## src/pkg/bcc_regs.svh

```systemverilog
`ifndef BCC_REGS_SVH
`define BCC_REGS_SVH

// word indices; byte address is four times the index
`define BCC_IDX_SEC_MIN     6'h12
`define BCC_IDX_HOUR_DAY    6'h13
`define BCC_IDX_MON_YEAR    6'h14
`define BCC_IDX_WDAY_CTL    6'h15

// control bit positions in the weekday/control word
`define BCC_BIT_ROUND       13
`define BCC_BIT_HALT        14
`define BCC_BIT_LOAD        15

// field reset values (BCD)
`define BCC_RST_SEC         8'h00
`define BCC_RST_MIN         8'h00
`define BCC_RST_HOUR        8'h00
`define BCC_RST_DAY         8'h01
`define BCC_RST_MON         8'h01
`define BCC_RST_YEAR        8'h00
`define BCC_RST_WDAY        8'h00
`define BCC_RST_HALT        1'b0

// field limits (BCD)
`define BCC_MAX_SEC         8'h59
`define BCC_MAX_MIN         8'h59
`define BCC_MAX_HOUR        8'h23
`define BCC_MAX_MON         8'h12
`define BCC_MAX_YEAR        8'h99
`define BCC_MAX_WDAY        8'h06
`define BCC_MIN_DAY         8'h01
`define BCC_MIN_MON         8'h01
`define BCC_ZERO            8'h00
`define BCC_ROUND_UP_FROM   8'h30

// time base
`define BCC_TICK_PERIOD_S   1
`define BCC_CLK_HZ          200000000
`define BCC_TICK_CYCLES     (`BCC_TICK_PERIOD_S * `BCC_CLK_HZ)

`endif

```

## src/pkg/bcc_pkg.sv

```systemverilog
`default_nettype none

package bcc_pkg;

  // bus answer sequencer, one-hot
  typedef enum logic [1:0] {
    BCC_BUS_IDLE = 2'b01,
    BCC_BUS_ACK  = 2'b10
  } bcc_bus_state_t;

  typedef logic [7:0] bcc_bcd_t;

endpackage

`default_nettype wire

```

## src/rtl/bcc_tick_div.sv

```systemverilog
`default_nettype none

module bcc_tick_div #(
  parameter int unsigned CYCLES = 200000000
) (
  // clock and reset
  input  wire logic clk,
  input  wire logic rstn,
  // control
  input  wire logic enable,
  input  wire logic restart,
  // one-cycle pulse per period
  output logic      tick
);

  logic [31:0] cnt_q;

  always_ff @(posedge clk) begin
    if (!rstn || restart || !enable) begin
      cnt_q <= 32'h0000_0000;
    end else if (cnt_q == 32'(CYCLES - 1)) begin
      cnt_q <= 32'h0000_0000;
    end else begin
      cnt_q <= cnt_q + 32'h0000_0001;
    end
  end

  assign tick = enable && !restart && (cnt_q == 32'(CYCLES - 1));

endmodule

`default_nettype wire

```

## src/rtl/bcc_bcd_inc.sv

```systemverilog
`default_nettype none

module bcc_bcd_inc (
  // present value and limits
  input  wire logic [7:0] val,
  input  wire logic [7:0] lo,
  input  wire logic [7:0] hi,
  // next value and wrap
  output logic [7:0]      nxt,
  output logic            wrap
);

  // values at or beyond the limit also wrap, so a bad load recovers
  always_comb begin
    wrap = (val >= hi);
    if (wrap) begin
      nxt = lo;
    end else if (val[3:0] >= 4'h9) begin
      nxt = {val[7:4] + 4'h1, 4'h0};
    end else begin
      nxt = {val[7:4], val[3:0] + 4'h1};
    end
  end

endmodule

`default_nettype wire

```

## src/rtl/bcc_calendar.sv

```systemverilog
`include "bcc_regs.svh"
`default_nettype none

// Functional notes
// count while halt clear, freeze while set
// word one: seconds low, minutes high, 00-59
// word two low byte: hours 00-23
// word two high: day, month-length and leap aware
// word three low byte: month 1-12
// word three high byte: year 00-99
// word four low: weekday 0-6, daily step
// round: clear seconds, carry if thirty up
// operator halts before loading fields
// operator writes only valid in-range BCD
// operator may write halt plus weekday together
// load bit resumes and clears load, halt
// fields and control bits visible every cycle
// one-second carry chain through all fields
// divider tick; halted writes stored untouched
module bcc_calendar #(
  parameter int unsigned TICK_CYCLES = `BCC_TICK_CYCLES,
  parameter int unsigned ADDR_W      = 8
) (
  // clock and reset
  input  wire logic              clk,
  input  wire logic              rstn,
  // avalon-mm slave
  input  wire logic [ADDR_W-1:0] address,
  input  wire logic              read,
  input  wire logic              write,
  input  wire logic [31:0]       writedata,
  input  wire logic [3:0]        byteenable,
  output logic [31:0]            readdata,
  output logic                   waitrequest,
  // calendar fields
  output logic [7:0]             sec_bcd,
  output logic [7:0]             min_bcd,
  output logic [7:0]             hour_bcd,
  output logic [7:0]             day_bcd,
  output logic [7:0]             mon_bcd,
  output logic [7:0]             year_bcd,
  output logic [7:0]             wday_bcd,
  // control state
  output logic                   halted,
  output logic                   sec_tick
);

  localparam int NF = 7;
  localparam int F_SEC  = 0;
  localparam int F_MIN  = 1;
  localparam int F_HOUR = 2;
  localparam int F_DAY  = 3;
  localparam int F_MON  = 4;
  localparam int F_YEAR = 5;
  localparam int F_WDAY = 6;

  // ------------------------------------------------------------
  // bus slave
  // ------------------------------------------------------------
  bcc_pkg::bcc_bus_state_t bus_q;
  bcc_pkg::bcc_bus_state_t bus_d;
  logic [31:0]             rdata_q;
  logic                    req;
  logic                    acc_wr;
  logic [5:0]              word_idx;
  logic [3:0]              word_sel;
  logic                    addr_ok;

  assign req      = read || write;
  assign word_idx = address[7:2];
  assign addr_ok  = (address[1:0] == 2'h0);

  assign word_sel[0] = addr_ok && (word_idx == `BCC_IDX_SEC_MIN);
  assign word_sel[1] = addr_ok && (word_idx == `BCC_IDX_HOUR_DAY);
  assign word_sel[2] = addr_ok && (word_idx == `BCC_IDX_MON_YEAR);
  assign word_sel[3] = addr_ok && (word_idx == `BCC_IDX_WDAY_CTL);

  // one wait state: answer on the second edge of every request
  always_comb begin
    case (bus_q)
      bcc_pkg::BCC_BUS_IDLE: bus_d = req ? bcc_pkg::BCC_BUS_ACK : bcc_pkg::BCC_BUS_IDLE;
      bcc_pkg::BCC_BUS_ACK:  bus_d = bcc_pkg::BCC_BUS_IDLE;
      default:               bus_d = bcc_pkg::BCC_BUS_IDLE;
    endcase
  end

  always_ff @(posedge clk) begin
    if (!rstn) begin
      bus_q <= bcc_pkg::BCC_BUS_IDLE;
    end else begin
      bus_q <= bus_d;
    end
  end

  assign waitrequest = req && (bus_q != bcc_pkg::BCC_BUS_ACK);
  assign acc_wr      = write && (bus_q == bcc_pkg::BCC_BUS_ACK);
  assign readdata    = rdata_q;

  // ------------------------------------------------------------
  // field and control storage
  // ------------------------------------------------------------
  logic [7:0] fld_q   [NF];
  logic [7:0] fld_inc [NF];
  logic [7:0] fld_lo  [NF];
  logic [7:0] fld_hi  [NF];
  logic [NF-1:0] wrap;
  logic [NF-1:0] adv;
  logic [NF-1:0] wr_fld;

  logic round_q;
  logic halt_q;
  logic load_q;
  logic run;
  logic tick;
  logic do_round;
  logic round_carry;
  logic [7:0] day_max;
  logic leap;

  assign run = !halt_q;

  // ------------------------------------------------------------
  // time base
  // ------------------------------------------------------------
  // restart on load so the first second after a set is full length
  bcc_tick_div #(
    .CYCLES (TICK_CYCLES)
  ) u_div (
    .clk     (clk),
    .rstn    (rstn),
    .enable  (run),
    .restart (load_q),
    .tick    (tick)
  );

  assign sec_tick = tick;

  // ------------------------------------------------------------
  // month length
  // ------------------------------------------------------------
  // two-digit year: divisible by four from the BCD digits
  always_comb begin
    if (!fld_q[F_YEAR][4]) begin
      leap = (fld_q[F_YEAR][3:0] == 4'h0) ||
             (fld_q[F_YEAR][3:0] == 4'h4) ||
             (fld_q[F_YEAR][3:0] == 4'h8);
    end else begin
      leap = (fld_q[F_YEAR][3:0] == 4'h2) ||
             (fld_q[F_YEAR][3:0] == 4'h6);
    end
  end

  always_comb begin
    case (fld_q[F_MON])
      8'h02:   day_max = leap ? 8'h29 : 8'h28;
      8'h04:   day_max = 8'h30;
      8'h06:   day_max = 8'h30;
      8'h09:   day_max = 8'h30;
      8'h11:   day_max = 8'h30;
      default: day_max = 8'h31;
    endcase
  end

  // ------------------------------------------------------------
  // limits per field
  // ------------------------------------------------------------
  always_comb begin
    fld_lo[F_SEC]  = `BCC_ZERO;
    fld_hi[F_SEC]  = `BCC_MAX_SEC;
    fld_lo[F_MIN]  = `BCC_ZERO;
    fld_hi[F_MIN]  = `BCC_MAX_MIN;
    fld_lo[F_HOUR] = `BCC_ZERO;
    fld_hi[F_HOUR] = `BCC_MAX_HOUR;
    fld_lo[F_DAY]  = `BCC_MIN_DAY;
    fld_hi[F_DAY]  = day_max;
    fld_lo[F_MON]  = `BCC_MIN_MON;
    fld_hi[F_MON]  = `BCC_MAX_MON;
    fld_lo[F_YEAR] = `BCC_ZERO;
    fld_hi[F_YEAR] = `BCC_MAX_YEAR;
    fld_lo[F_WDAY] = `BCC_ZERO;
    fld_hi[F_WDAY] = `BCC_MAX_WDAY;
  end

  // ------------------------------------------------------------
  // round-off
  // ------------------------------------------------------------
  assign do_round    = round_q && run;
  assign round_carry = do_round && (fld_q[F_SEC] >= `BCC_ROUND_UP_FROM);

  // ------------------------------------------------------------
  // carry chain
  // ------------------------------------------------------------
  always_comb begin
    adv[F_SEC]  = tick && !do_round;
    adv[F_MIN]  = (tick && wrap[F_SEC]) || round_carry;
    adv[F_HOUR] = adv[F_MIN] && wrap[F_MIN];
    adv[F_DAY]  = adv[F_HOUR] && wrap[F_HOUR];
    adv[F_MON]  = adv[F_DAY] && wrap[F_DAY];
    adv[F_YEAR] = adv[F_MON] && wrap[F_MON];
    adv[F_WDAY] = adv[F_HOUR] && wrap[F_HOUR];
  end

  // ------------------------------------------------------------
  // per-field increment and write decode
  // ------------------------------------------------------------
  genvar gi;
  generate
    for (gi = 0; gi < NF; gi++) begin : g_fld
      bcc_bcd_inc u_inc (
        .val  (fld_q[gi]),
        .lo   (fld_lo[gi]),
        .hi   (fld_hi[gi]),
        .nxt  (fld_inc[gi]),
        .wrap (wrap[gi])
      );

      assign wr_fld[gi] = acc_wr && word_sel[gi / 2] && byteenable[gi % 2];

      // a bus write wins over counting in the same cycle
      always_ff @(posedge clk) begin
        if (!rstn) begin
          case (gi)
            F_SEC:   fld_q[gi] <= `BCC_RST_SEC;
            F_MIN:   fld_q[gi] <= `BCC_RST_MIN;
            F_HOUR:  fld_q[gi] <= `BCC_RST_HOUR;
            F_DAY:   fld_q[gi] <= `BCC_RST_DAY;
            F_MON:   fld_q[gi] <= `BCC_RST_MON;
            F_YEAR:  fld_q[gi] <= `BCC_RST_YEAR;
            default: fld_q[gi] <= `BCC_RST_WDAY;
          endcase
        end else if (wr_fld[gi]) begin
          fld_q[gi] <= writedata[(gi % 2) * 8 +: 8];
        end else if (gi == F_SEC && do_round) begin
          fld_q[gi] <= `BCC_ZERO;
        end else if (adv[gi]) begin
          fld_q[gi] <= fld_inc[gi];
        end
      end
    end
  endgenerate

  // ------------------------------------------------------------
  // control bits
  // ------------------------------------------------------------
  logic wr_ctl;

  assign wr_ctl = acc_wr && word_sel[3] && byteenable[1];

  // software set wins over the self-clear in the same cycle
  always_ff @(posedge clk) begin
    if (!rstn) begin
      halt_q <= `BCC_RST_HALT;
    end else if (wr_ctl) begin
      halt_q <= writedata[`BCC_BIT_HALT];
    end else if (load_q) begin
      halt_q <= 1'b0;
    end
  end

  always_ff @(posedge clk) begin
    if (!rstn) begin
      load_q <= 1'b0;
    end else if (wr_ctl) begin
      load_q <= writedata[`BCC_BIT_LOAD];
    end else if (load_q) begin
      load_q <= 1'b0;
    end
  end

  // round acts once while running, then clears; held off while halted
  always_ff @(posedge clk) begin
    if (!rstn) begin
      round_q <= 1'b0;
    end else if (wr_ctl) begin
      round_q <= writedata[`BCC_BIT_ROUND];
    end else if (do_round) begin
      round_q <= 1'b0;
    end
  end

  // ------------------------------------------------------------
  // read mux
  // ------------------------------------------------------------
  logic [31:0] rd_mux;

  always_comb begin
    rd_mux = 32'h0000_0000;
    if (word_sel[0]) begin
      rd_mux[15:0] = {fld_q[F_MIN], fld_q[F_SEC]};
    end else if (word_sel[1]) begin
      rd_mux[15:0] = {fld_q[F_DAY], fld_q[F_HOUR]};
    end else if (word_sel[2]) begin
      rd_mux[15:0] = {fld_q[F_YEAR], fld_q[F_MON]};
    end else if (word_sel[3]) begin
      rd_mux[`BCC_BIT_LOAD]  = load_q;
      rd_mux[`BCC_BIT_HALT]  = halt_q;
      rd_mux[`BCC_BIT_ROUND] = round_q;
      rd_mux[7:0]            = fld_q[F_WDAY];
    end
  end

  // captured on the first edge that samples the request, held through the answer
  always_ff @(posedge clk) begin
    if (!rstn) begin
      rdata_q <= 32'h0000_0000;
    end else if (read && bus_q == bcc_pkg::BCC_BUS_IDLE) begin
      rdata_q <= rd_mux;
    end
  end

  // ------------------------------------------------------------
  // field outputs
  // ------------------------------------------------------------
  assign sec_bcd  = fld_q[F_SEC];
  assign min_bcd  = fld_q[F_MIN];
  assign hour_bcd = fld_q[F_HOUR];
  assign day_bcd  = fld_q[F_DAY];
  assign mon_bcd  = fld_q[F_MON];
  assign year_bcd = fld_q[F_YEAR];
  assign wday_bcd = fld_q[F_WDAY];
  assign halted   = halt_q;

endmodule

`default_nettype wire

```

## config.mk

```make
export PLATFORM = sky130hd
export DESIGN_NAME = bcc_calendar
export DESIGN_NICKNAME = d
export VERILOG_FILES = /design/src/pkg/bcc_pkg.sv /design/src/rtl/bcc_tick_div.sv /design/src/rtl/bcc_bcd_inc.sv /design/src/rtl/bcc_calendar.sv
export VERILOG_INCLUDE_DIRS = /design/src /design/src/pkg
export SDC_FILE = /design/constraint.sdc
export NUM_CORES = 1
export LEC_CHECK = 0
export ABC_AREA = 1
export BUFFER_PORTS_ARGS = -buffer_cell sky130_fd_sc_hd__buf_2
export CORE_ASPECT_RATIO = 1.25
export CORE_MARGIN = 10
export CORE_UTILIZATION = 40
export CTS_CLUSTER_DIAMETER = 50
export DETAILED_ROUTE_END_ITERATION = 8
export PLACE_DENSITY = 0.69
export SYNTH_ARGS = -nofsm -noshare
export SYNTH_HDL_FRONTEND = slang
export SYNTH_SLANG_ARGS = --single-unit
```

## constraint.sdc

```tcl
create_clock -name clk -period 2.6 [get_ports clk]
set_input_delay 0.26 -clock clk [delete_from_list [all_inputs] [get_ports clk]]
set_output_delay 0.26 -clock clk [all_outputs]
set_load 0.03 [all_outputs]
```

==> results_dict.tcl, run 1 <==
set metrics [dict create \
    postRouteAntennaNets 0 \
    die_h_um 168 \
    required_ns 2.73 \
    grt_pass1_vias 6540 \
    synthFlopType "edfxtp_1" \
    hp-class "input pin to register" \
    ys_ff_latch 109 \
    synthCells 880 \
    cpMostUsedCell "inv_2" \
    num_rows 53 \
    n_antenna_cell 0 \
    setup_slack_ns -0.127 \
    ioPinCount 139 \
    drive_gt1_frac 0.243 \
    worstSetupEndpointType "register" \
    crit_fanout 5 \
    fp.dieW_um 138 \
    synthArstFlopShare 0 \
    ir_worst_vdd_v 0.000370 \
    drc 0 \
    worstReg2RegStart "fld_q[4][1]" \
    drtIter0Drc 404 \
    post_synth_instance_area_sq_um 6970 \
    worstHoldStart "writedata[14]" \
    syn_avg_cell_area_sq_um 7.92 \
    path_class "register to register" \
    final_nets 1122 \
    crit_path_start_kind "register" \
    grt_max_degree 33 \
    routed_wl_um 21400 \
    path_clk_slew_ns 0.09 \
    relSlewSlack 0.530 \
    power_uw 3850 \
    r2r_end "fld_q[4][6]" \
    fillerInstances 1690 \
    slowest_stage "edfxtp_1" \
    vias 6500 \
    rsz0062_at_grt "true" \
    finalMaxSlewViolations 0 \
    overflow 0 \
    rrSetupSlack_ns -0.13 \
    clk_latency_ns 0.37 \
    crit_arrival_ns 2.85 \
    cts_buffers 9 \
    setup_viol 32 \
    portBuffers 104 \
    path_cells "inv_2 -> ha_4 -> inv_4 -> nor2_4 -> a32oi_2 -> nand2_1 -> inv_2 -> ha_4 -> nand2_2 -> nor3_4 -> nand4_1 -> nand3_2 -> nand4_4 -> nor2_4 -> inv_2 -> nor2_2 -> nor2_1" \
    grt_pass1_wl_um 32700 \
    period_needed_ns 2.73 \
    slowest_delay_ns 0.48 \
    drt_pass1_iterations 5 \
    status "finished with violations" \
    violations "setup timing" \
    fin_crit_sh 1.05 \
    yosysWarnings 0 \
    cts_root_buf "clkbuf_16" \
    hold_violations 0 \
    hold_slack_ns 0.190 \
    grt_usage 0.174 \
    post-place-ws_ns -0.134 \
    start_util 0.411 \
    crit_end "fld_q[4][6]" \
    via_per_inst 5.19 \
    setup.worst_path.start "fld_q[4][1]" \
    core_sq_um 17000 \
    cts-htree-levels 3 \
    antenna_found_initial 1 \
    ys_types 52 \
    dp_hpwl_um 16900 \
    leakagePower_uw 0.00371 \
    maxCapViolations 0 \
    wl_per_cell_um 17.0 \
    area_growth_pct 21.6 \
    max_freq_mhz 367 \
    finClkSkew_ns 0.0135 \
    cts_tree "built" \
    synth-edff-count 56 \
    die_area_sq_um 23100 \
    cts.sink_count 109 \
    synth-seq-area-share 0.393 \
    reg2reg_depth 17 \
    cts.path.max_buffers 2 \
    worst-slew-pin-transition_ns 0.702 \
    p_per_area_nw_per_um2 454 \
    gp_congestion 0.934 \
]
==> worst max-delay path, delay by kind of cell, from the launching register on <==
| family | cells | cell delay [ns] |
|---|---|---|
| AND/OR/NAND/NOR | 10 | 1.14 |
| buffers and inverters | 4 | 0.31 |
| flip-flops | 1 | 0.48 |
| adder cells (fa/ha/maj) | 2 | 0.41 |
| AO/OA/AOI/OAI | 1 | 0.13 |
==> flip-flops by register name, indices dropped and copies added, names as in the netlist <==
name / flops
readdata: 16
load_q: 1
halted: 1
bus_q: 2
u_div.cnt_q: 32
fld_q: 56
round_q: 1
==> final cells by class <==
class | count | area (sq um) | share of cell area
multi-input combinational | 624 | 3790 | 0.448
timing repair buffer | 147 | 847 | 0.100
clock inverter | 7 | 73.8 | 0.00871
sequential | 109 | 2740 | 0.324
inverter | 137 | 517 | 0.0610
tap | 220 | 275 | 0.0325
clock buffer | 9 | 225 | 0.0266
==> where the power goes <==
| part | switching, uW | internal [uW] | leakage (uW) |
|---|---|---|---|
| Clock | 736 | 688 | 0.000148 |
| Combinational | 364 | 147 | 0.00256 |
| Sequential | 57.8 | 1850 | 0.00100 |
| Total | 1160 | 2690 | 0.00371 |
==> layer usage <==
metal | track usage | wire length, um
met5 | 0 | 13
met4 | 0.123 | 1380
met3 | 0.0345 | 1170
met2 | 0.300 | 10300
met1 | 0.187 | 8500
==> stage by stage <==
stage | TNS, ns | cells | area (sq um) | utilization
3_3_place_gp | -0.152 | 1225 | 7970 | 0.469
6_report | -2.16 | 1253 | 8470 | 0.499
4_1_cts | -0.530 | 1245 | 8320 | 0.490
2_1_floorplan | -0.993 | 895 | 7090 | -
5_1_grt | -7.04 | 1253 | 8470 | 0.499
3_5_place_dp | -1.67 | 1225 | 7970 | 0.469
==> logic make-up after synthesis <==
group / after synthesis / synth area share
AOI/OAI and AO/OA: 141 / 0.125
xor gates and xnor gates: 28 / 0.0352
adders and majority gates: 46 / 0.0826
buffers and inverters: 163 / 0.0968
DFF: 109 / 0.393
other: 1 / 0.000538
and+or+nand+nor: 392 / 0.266
==> repair_timing <==
| item | 4_1_cts | 5_1_grt |
|---|---|---|
| resized for setup | 2 | 25 |
| hold buffers | 0 | 0 |
| pin swaps | 9 | 4 |
| endpoints found under the setup margin | 33 | 43 |
| cloned | 1 | 0 |
| buffers inserted | 3 | 8 |
==> layout by cell type, fill, tap and decap left out, types with 10 or more instances in the layout <==
| cell | count |
|---|---|
| a31oi_1 | 10 |
| nor3_1 | 25 |
| a21oi_1 | 37 |
| inv_1 | 125 |
| o21ai_2 | 10 |
| nor2_1 | 86 |
| o21ai_0 | 24 |
| xnor2_1 | 11 |
| nor2_2 | 10 |
| edfxtp_1 | 56 |
| ha_1 | 42 |
| o22ai_1 | 30 |
| buf_2 | 104 |
| nand2_1 | 161 |
| buf_4 | 42 |
| xor2_1 | 17 |
| inv_2 | 10 |
| nand3_1 | 43 |
| dfxtp_1 | 53 |
| conb_1 | 16 |
==> synth_stat cells, types with 6 or more instances <==
master / n / area (sq um)
nand3_1: 46 / 230
nor3_1: 26 / 130
xnor2_1: 11 / 96.3
dfxtp_1: 53 / 1060
nand4_1: 9 / 56.3
nor2_4: 6 / 67.6
o22ai_1: 30 / 188
nor4_1: 6 / 37.5
buf_4: 16 / 120
edfxtp_1: 56 / 1680
o21ai_2: 7 / 61.3
nand2_1: 168 / 631
nor2_1: 89 / 334
ha_1: 46 / 576
xor2_1: 17 / 149
inv_1: 131 / 492
nor3b_1: 7 / 52.6
a31oi_1: 10 / 62.6
a21oi_1: 38 / 190
o21ai_0: 28 / 140
clkbuf_1: 7 / 26.3
nor2_2: 10 / 62.6
==> worst min path at each step <==
| stage | end | slack (ns) | cells past startpoint |
|---|---|---|---|
| floorplan | u_div.cnt_q[0] | 0.42 | 1 |
| global placement | u_div.cnt_q[0] | 0.43 | 1 |
| detailed placement | u_div.cnt_q[0] | 0.45 | 1 |
| CTS | fld_q[5][7] | 0.18 | 3 |
| global route | fld_q[5][7] | 0.21 | 3 |
| finish | halted | 0.19 | 3 |
Note: power is estimated with default switching activity, not from simulation.
==> run 2, diff against run 1 <==
==> constraint.sdc (replaced) <==
create_clock -name clk -period 2.6 [get_ports clk]
set_input_delay 0.13 -clock clk [delete_from_list [all_inputs] [get_ports clk]]
set_output_delay 0.13 -clock clk [all_outputs]
set_load 0.03 [all_outputs]
==> results_dict.tcl, run 2 (synthesis results as in run 1) <==
set metrics [dict create \
    layout_common_cells "160 x nand2_1, 126 x inv_1, 104 x buf_2" \
    rrSetupSlack_ns -0.15 \
    wl_per_cell_um 17.3 \
    setup_viol 40 \
    hp-class "input pin to register" \
    die_area_sq_um 23100 \
    die_h_um 168 \
    gp_congestion 0.945 \
    drc 0 \
    placed_cells 1225 \
    p_per_area_nw_per_um2 466 \
    violations "setup timing" \
    cpMostUsedCell "inv_1" \
    slowest_stage "edfxtp_1" \
    n_antenna_cell 0 \
    leakagePower_uw 0.00372 \
    maxCapViolations 0 \
    grt_max_degree 33 \
    pwr-share-seq 0.481 \
    cts_tree "built" \
    stdcell_count 1251 \
    swShare 0.287 \
    power_uw 3970 \
    cts_root_buf "clkbuf_16" \
    finalMaxSlewViolations 0 \
    worstSetupEndpointType "register" \
    rsz0062_at_grt "true" \
    p_clk_frac 0.389 \
    crit_fanout 4 \
    path_cells "inv_1 -> nand2_1 -> inv_1 -> nand3_1 -> buf_4 -> ha_1 -> inv_1 -> nor2_2 -> nand4_1 -> nand3_4 -> buf_4 -> nand4_2 -> o21ai_1 -> a21oi_1" \
    ioPinCount 139 \
    portBuffers 104 \
    drive_gt1_frac 0.243 \
    layout_commonest_cell "nand2_1" \
    path_class "register to register" \
    regMostFlops "fld_q" \
    crit_path_start_kind "register" \
    area_growth_pct 22.2 \
    cts.sink_count 109 \
    fin_crit_sh 1.06 \
    clk_latency_ns 0.37 \
    ir_worst_vdd_v 0.000341 \
    routed_wl_um 21600 \
    start_util 0.411 \
    crit_arrival_ns 2.88 \
    final_nets 1120 \
    finClkSkew_ns 0.0154 \
    p_sw_uw 1140 \
    hold_buffers 0 \
    relSlewSlack 0.474 \
    num_rows 53 \
    cts.path.max_buffers 2 \
    period_needed_ns 2.75 \
    p_int_uw 2830 \
    grt_pass1_vias 6526 \
    overflow 0 \
    vias 6513 \
    cts_buffers 9 \
    cts-htree-levels 3 \
    required_ns 2.73 \
    hold_violations 0 \
    grt_usage 0.180 \
    status "finished with violations" \
    postRouteAntennaNets 0 \
    dp_hpwl_um 17200 \
    worst-slew-pin-transition_ns 0.787 \
    fp.dieW_um 138 \
    path_clk_slew_ns 0.08 \
    via_per_inst 5.21 \
    antenna_found_initial 1 \
    grt_pass1_wl_um 33900 \
    drtIter0Drc 481 \
    setup_slack_ns -0.152 \
    largest_register_ff_count 56 \
    slowest_delay_ns 0.48 \
    drt_pass1_iterations 5 \
    max_freq_mhz 363 \
    p_comb_frac 0.129 \
    core_sq_um 17000 \
]
-- run 2: layout make-up --
cell class                 count  area, sq um
inverter                     137          519
clock buffer                  10          250
clock inverter                 6         83.8
timing repair buffer         145          836
sequential                   109         2740
fill                        1652         8460
multi-input combinational    624         3810
tap                          220          275
-- run 2: final timing paths --
check	start	to	cells past startpoint
worst min-delay path	writedata[15]	fld_q[5][7]	3
worst min register to register	u_div.cnt_q[0]	u_div.cnt_q[0]	1
worst max-delay path	fld_q[4][2]	fld_q[4][3]	14
worst max register to register	fld_q[4][2]	fld_q[4][3]	14
-- run 2: what timing repair did --
item,CTS,global route
gates resized for setup,12,24
setup buffers,4,6
pin swaps,9,13
setup endpoints to repair,36,43
cloned,1,0
-- run 2: critical path: cells and delay by family (launching register included) --
| kind | cells | cell delay, ns |
|---|---|---|
| buffers and inverters | 5 | 0.59 |
| and+or+nand+nor | 6 | 0.87 |
| adders and majority gates | 1 | 0.29 |
| AOI/OAI and AO/OA | 2 | 0.29 |
| DFF | 1 | 0.48 |
-- run 2: through the flow --
step           hold WS (ns)  setup TNS, ns  instance area (sq um)  setup WS [ns]  utilization
2_1_floorplan         0.290         -0.993                   7090         -0.103            -
3_3_place_gp          0.428        -0.0912                   7970        -0.0353        0.469
3_5_place_dp          0.427          -1.82                   7970         -0.134        0.469
4_1_cts              0.0511          -1.08                   8390        -0.0845        0.494
5_1_grt              0.0784         -10.89                   8520         -0.340        0.502
6_report             0.0599          -3.64                   8520         -0.152        0.502
-- run 2: power by group through the flow --
stage	clock network [uW]	registers, uW	logic [uW]
final	1550	1910	514
after global routing	1630	1920	558
after CTS	1560	1910	500
after detailed placement	0	1950	492
after global placement	0	1950	487
after floorplan	0	2030	242
-- run 2: layer usage --
layer | vias to the layer above | global-route usage | share of wire
met4 | 2 | 0.102 | 0.049
met2 | 234 | 0.317 | 0.50
li1 | 3198 | - | -
met3 | 53 | 0.0388 | 0.063
met1 | 3026 | 0.196 | 0.38
met5 | - | 0 | 0.00060
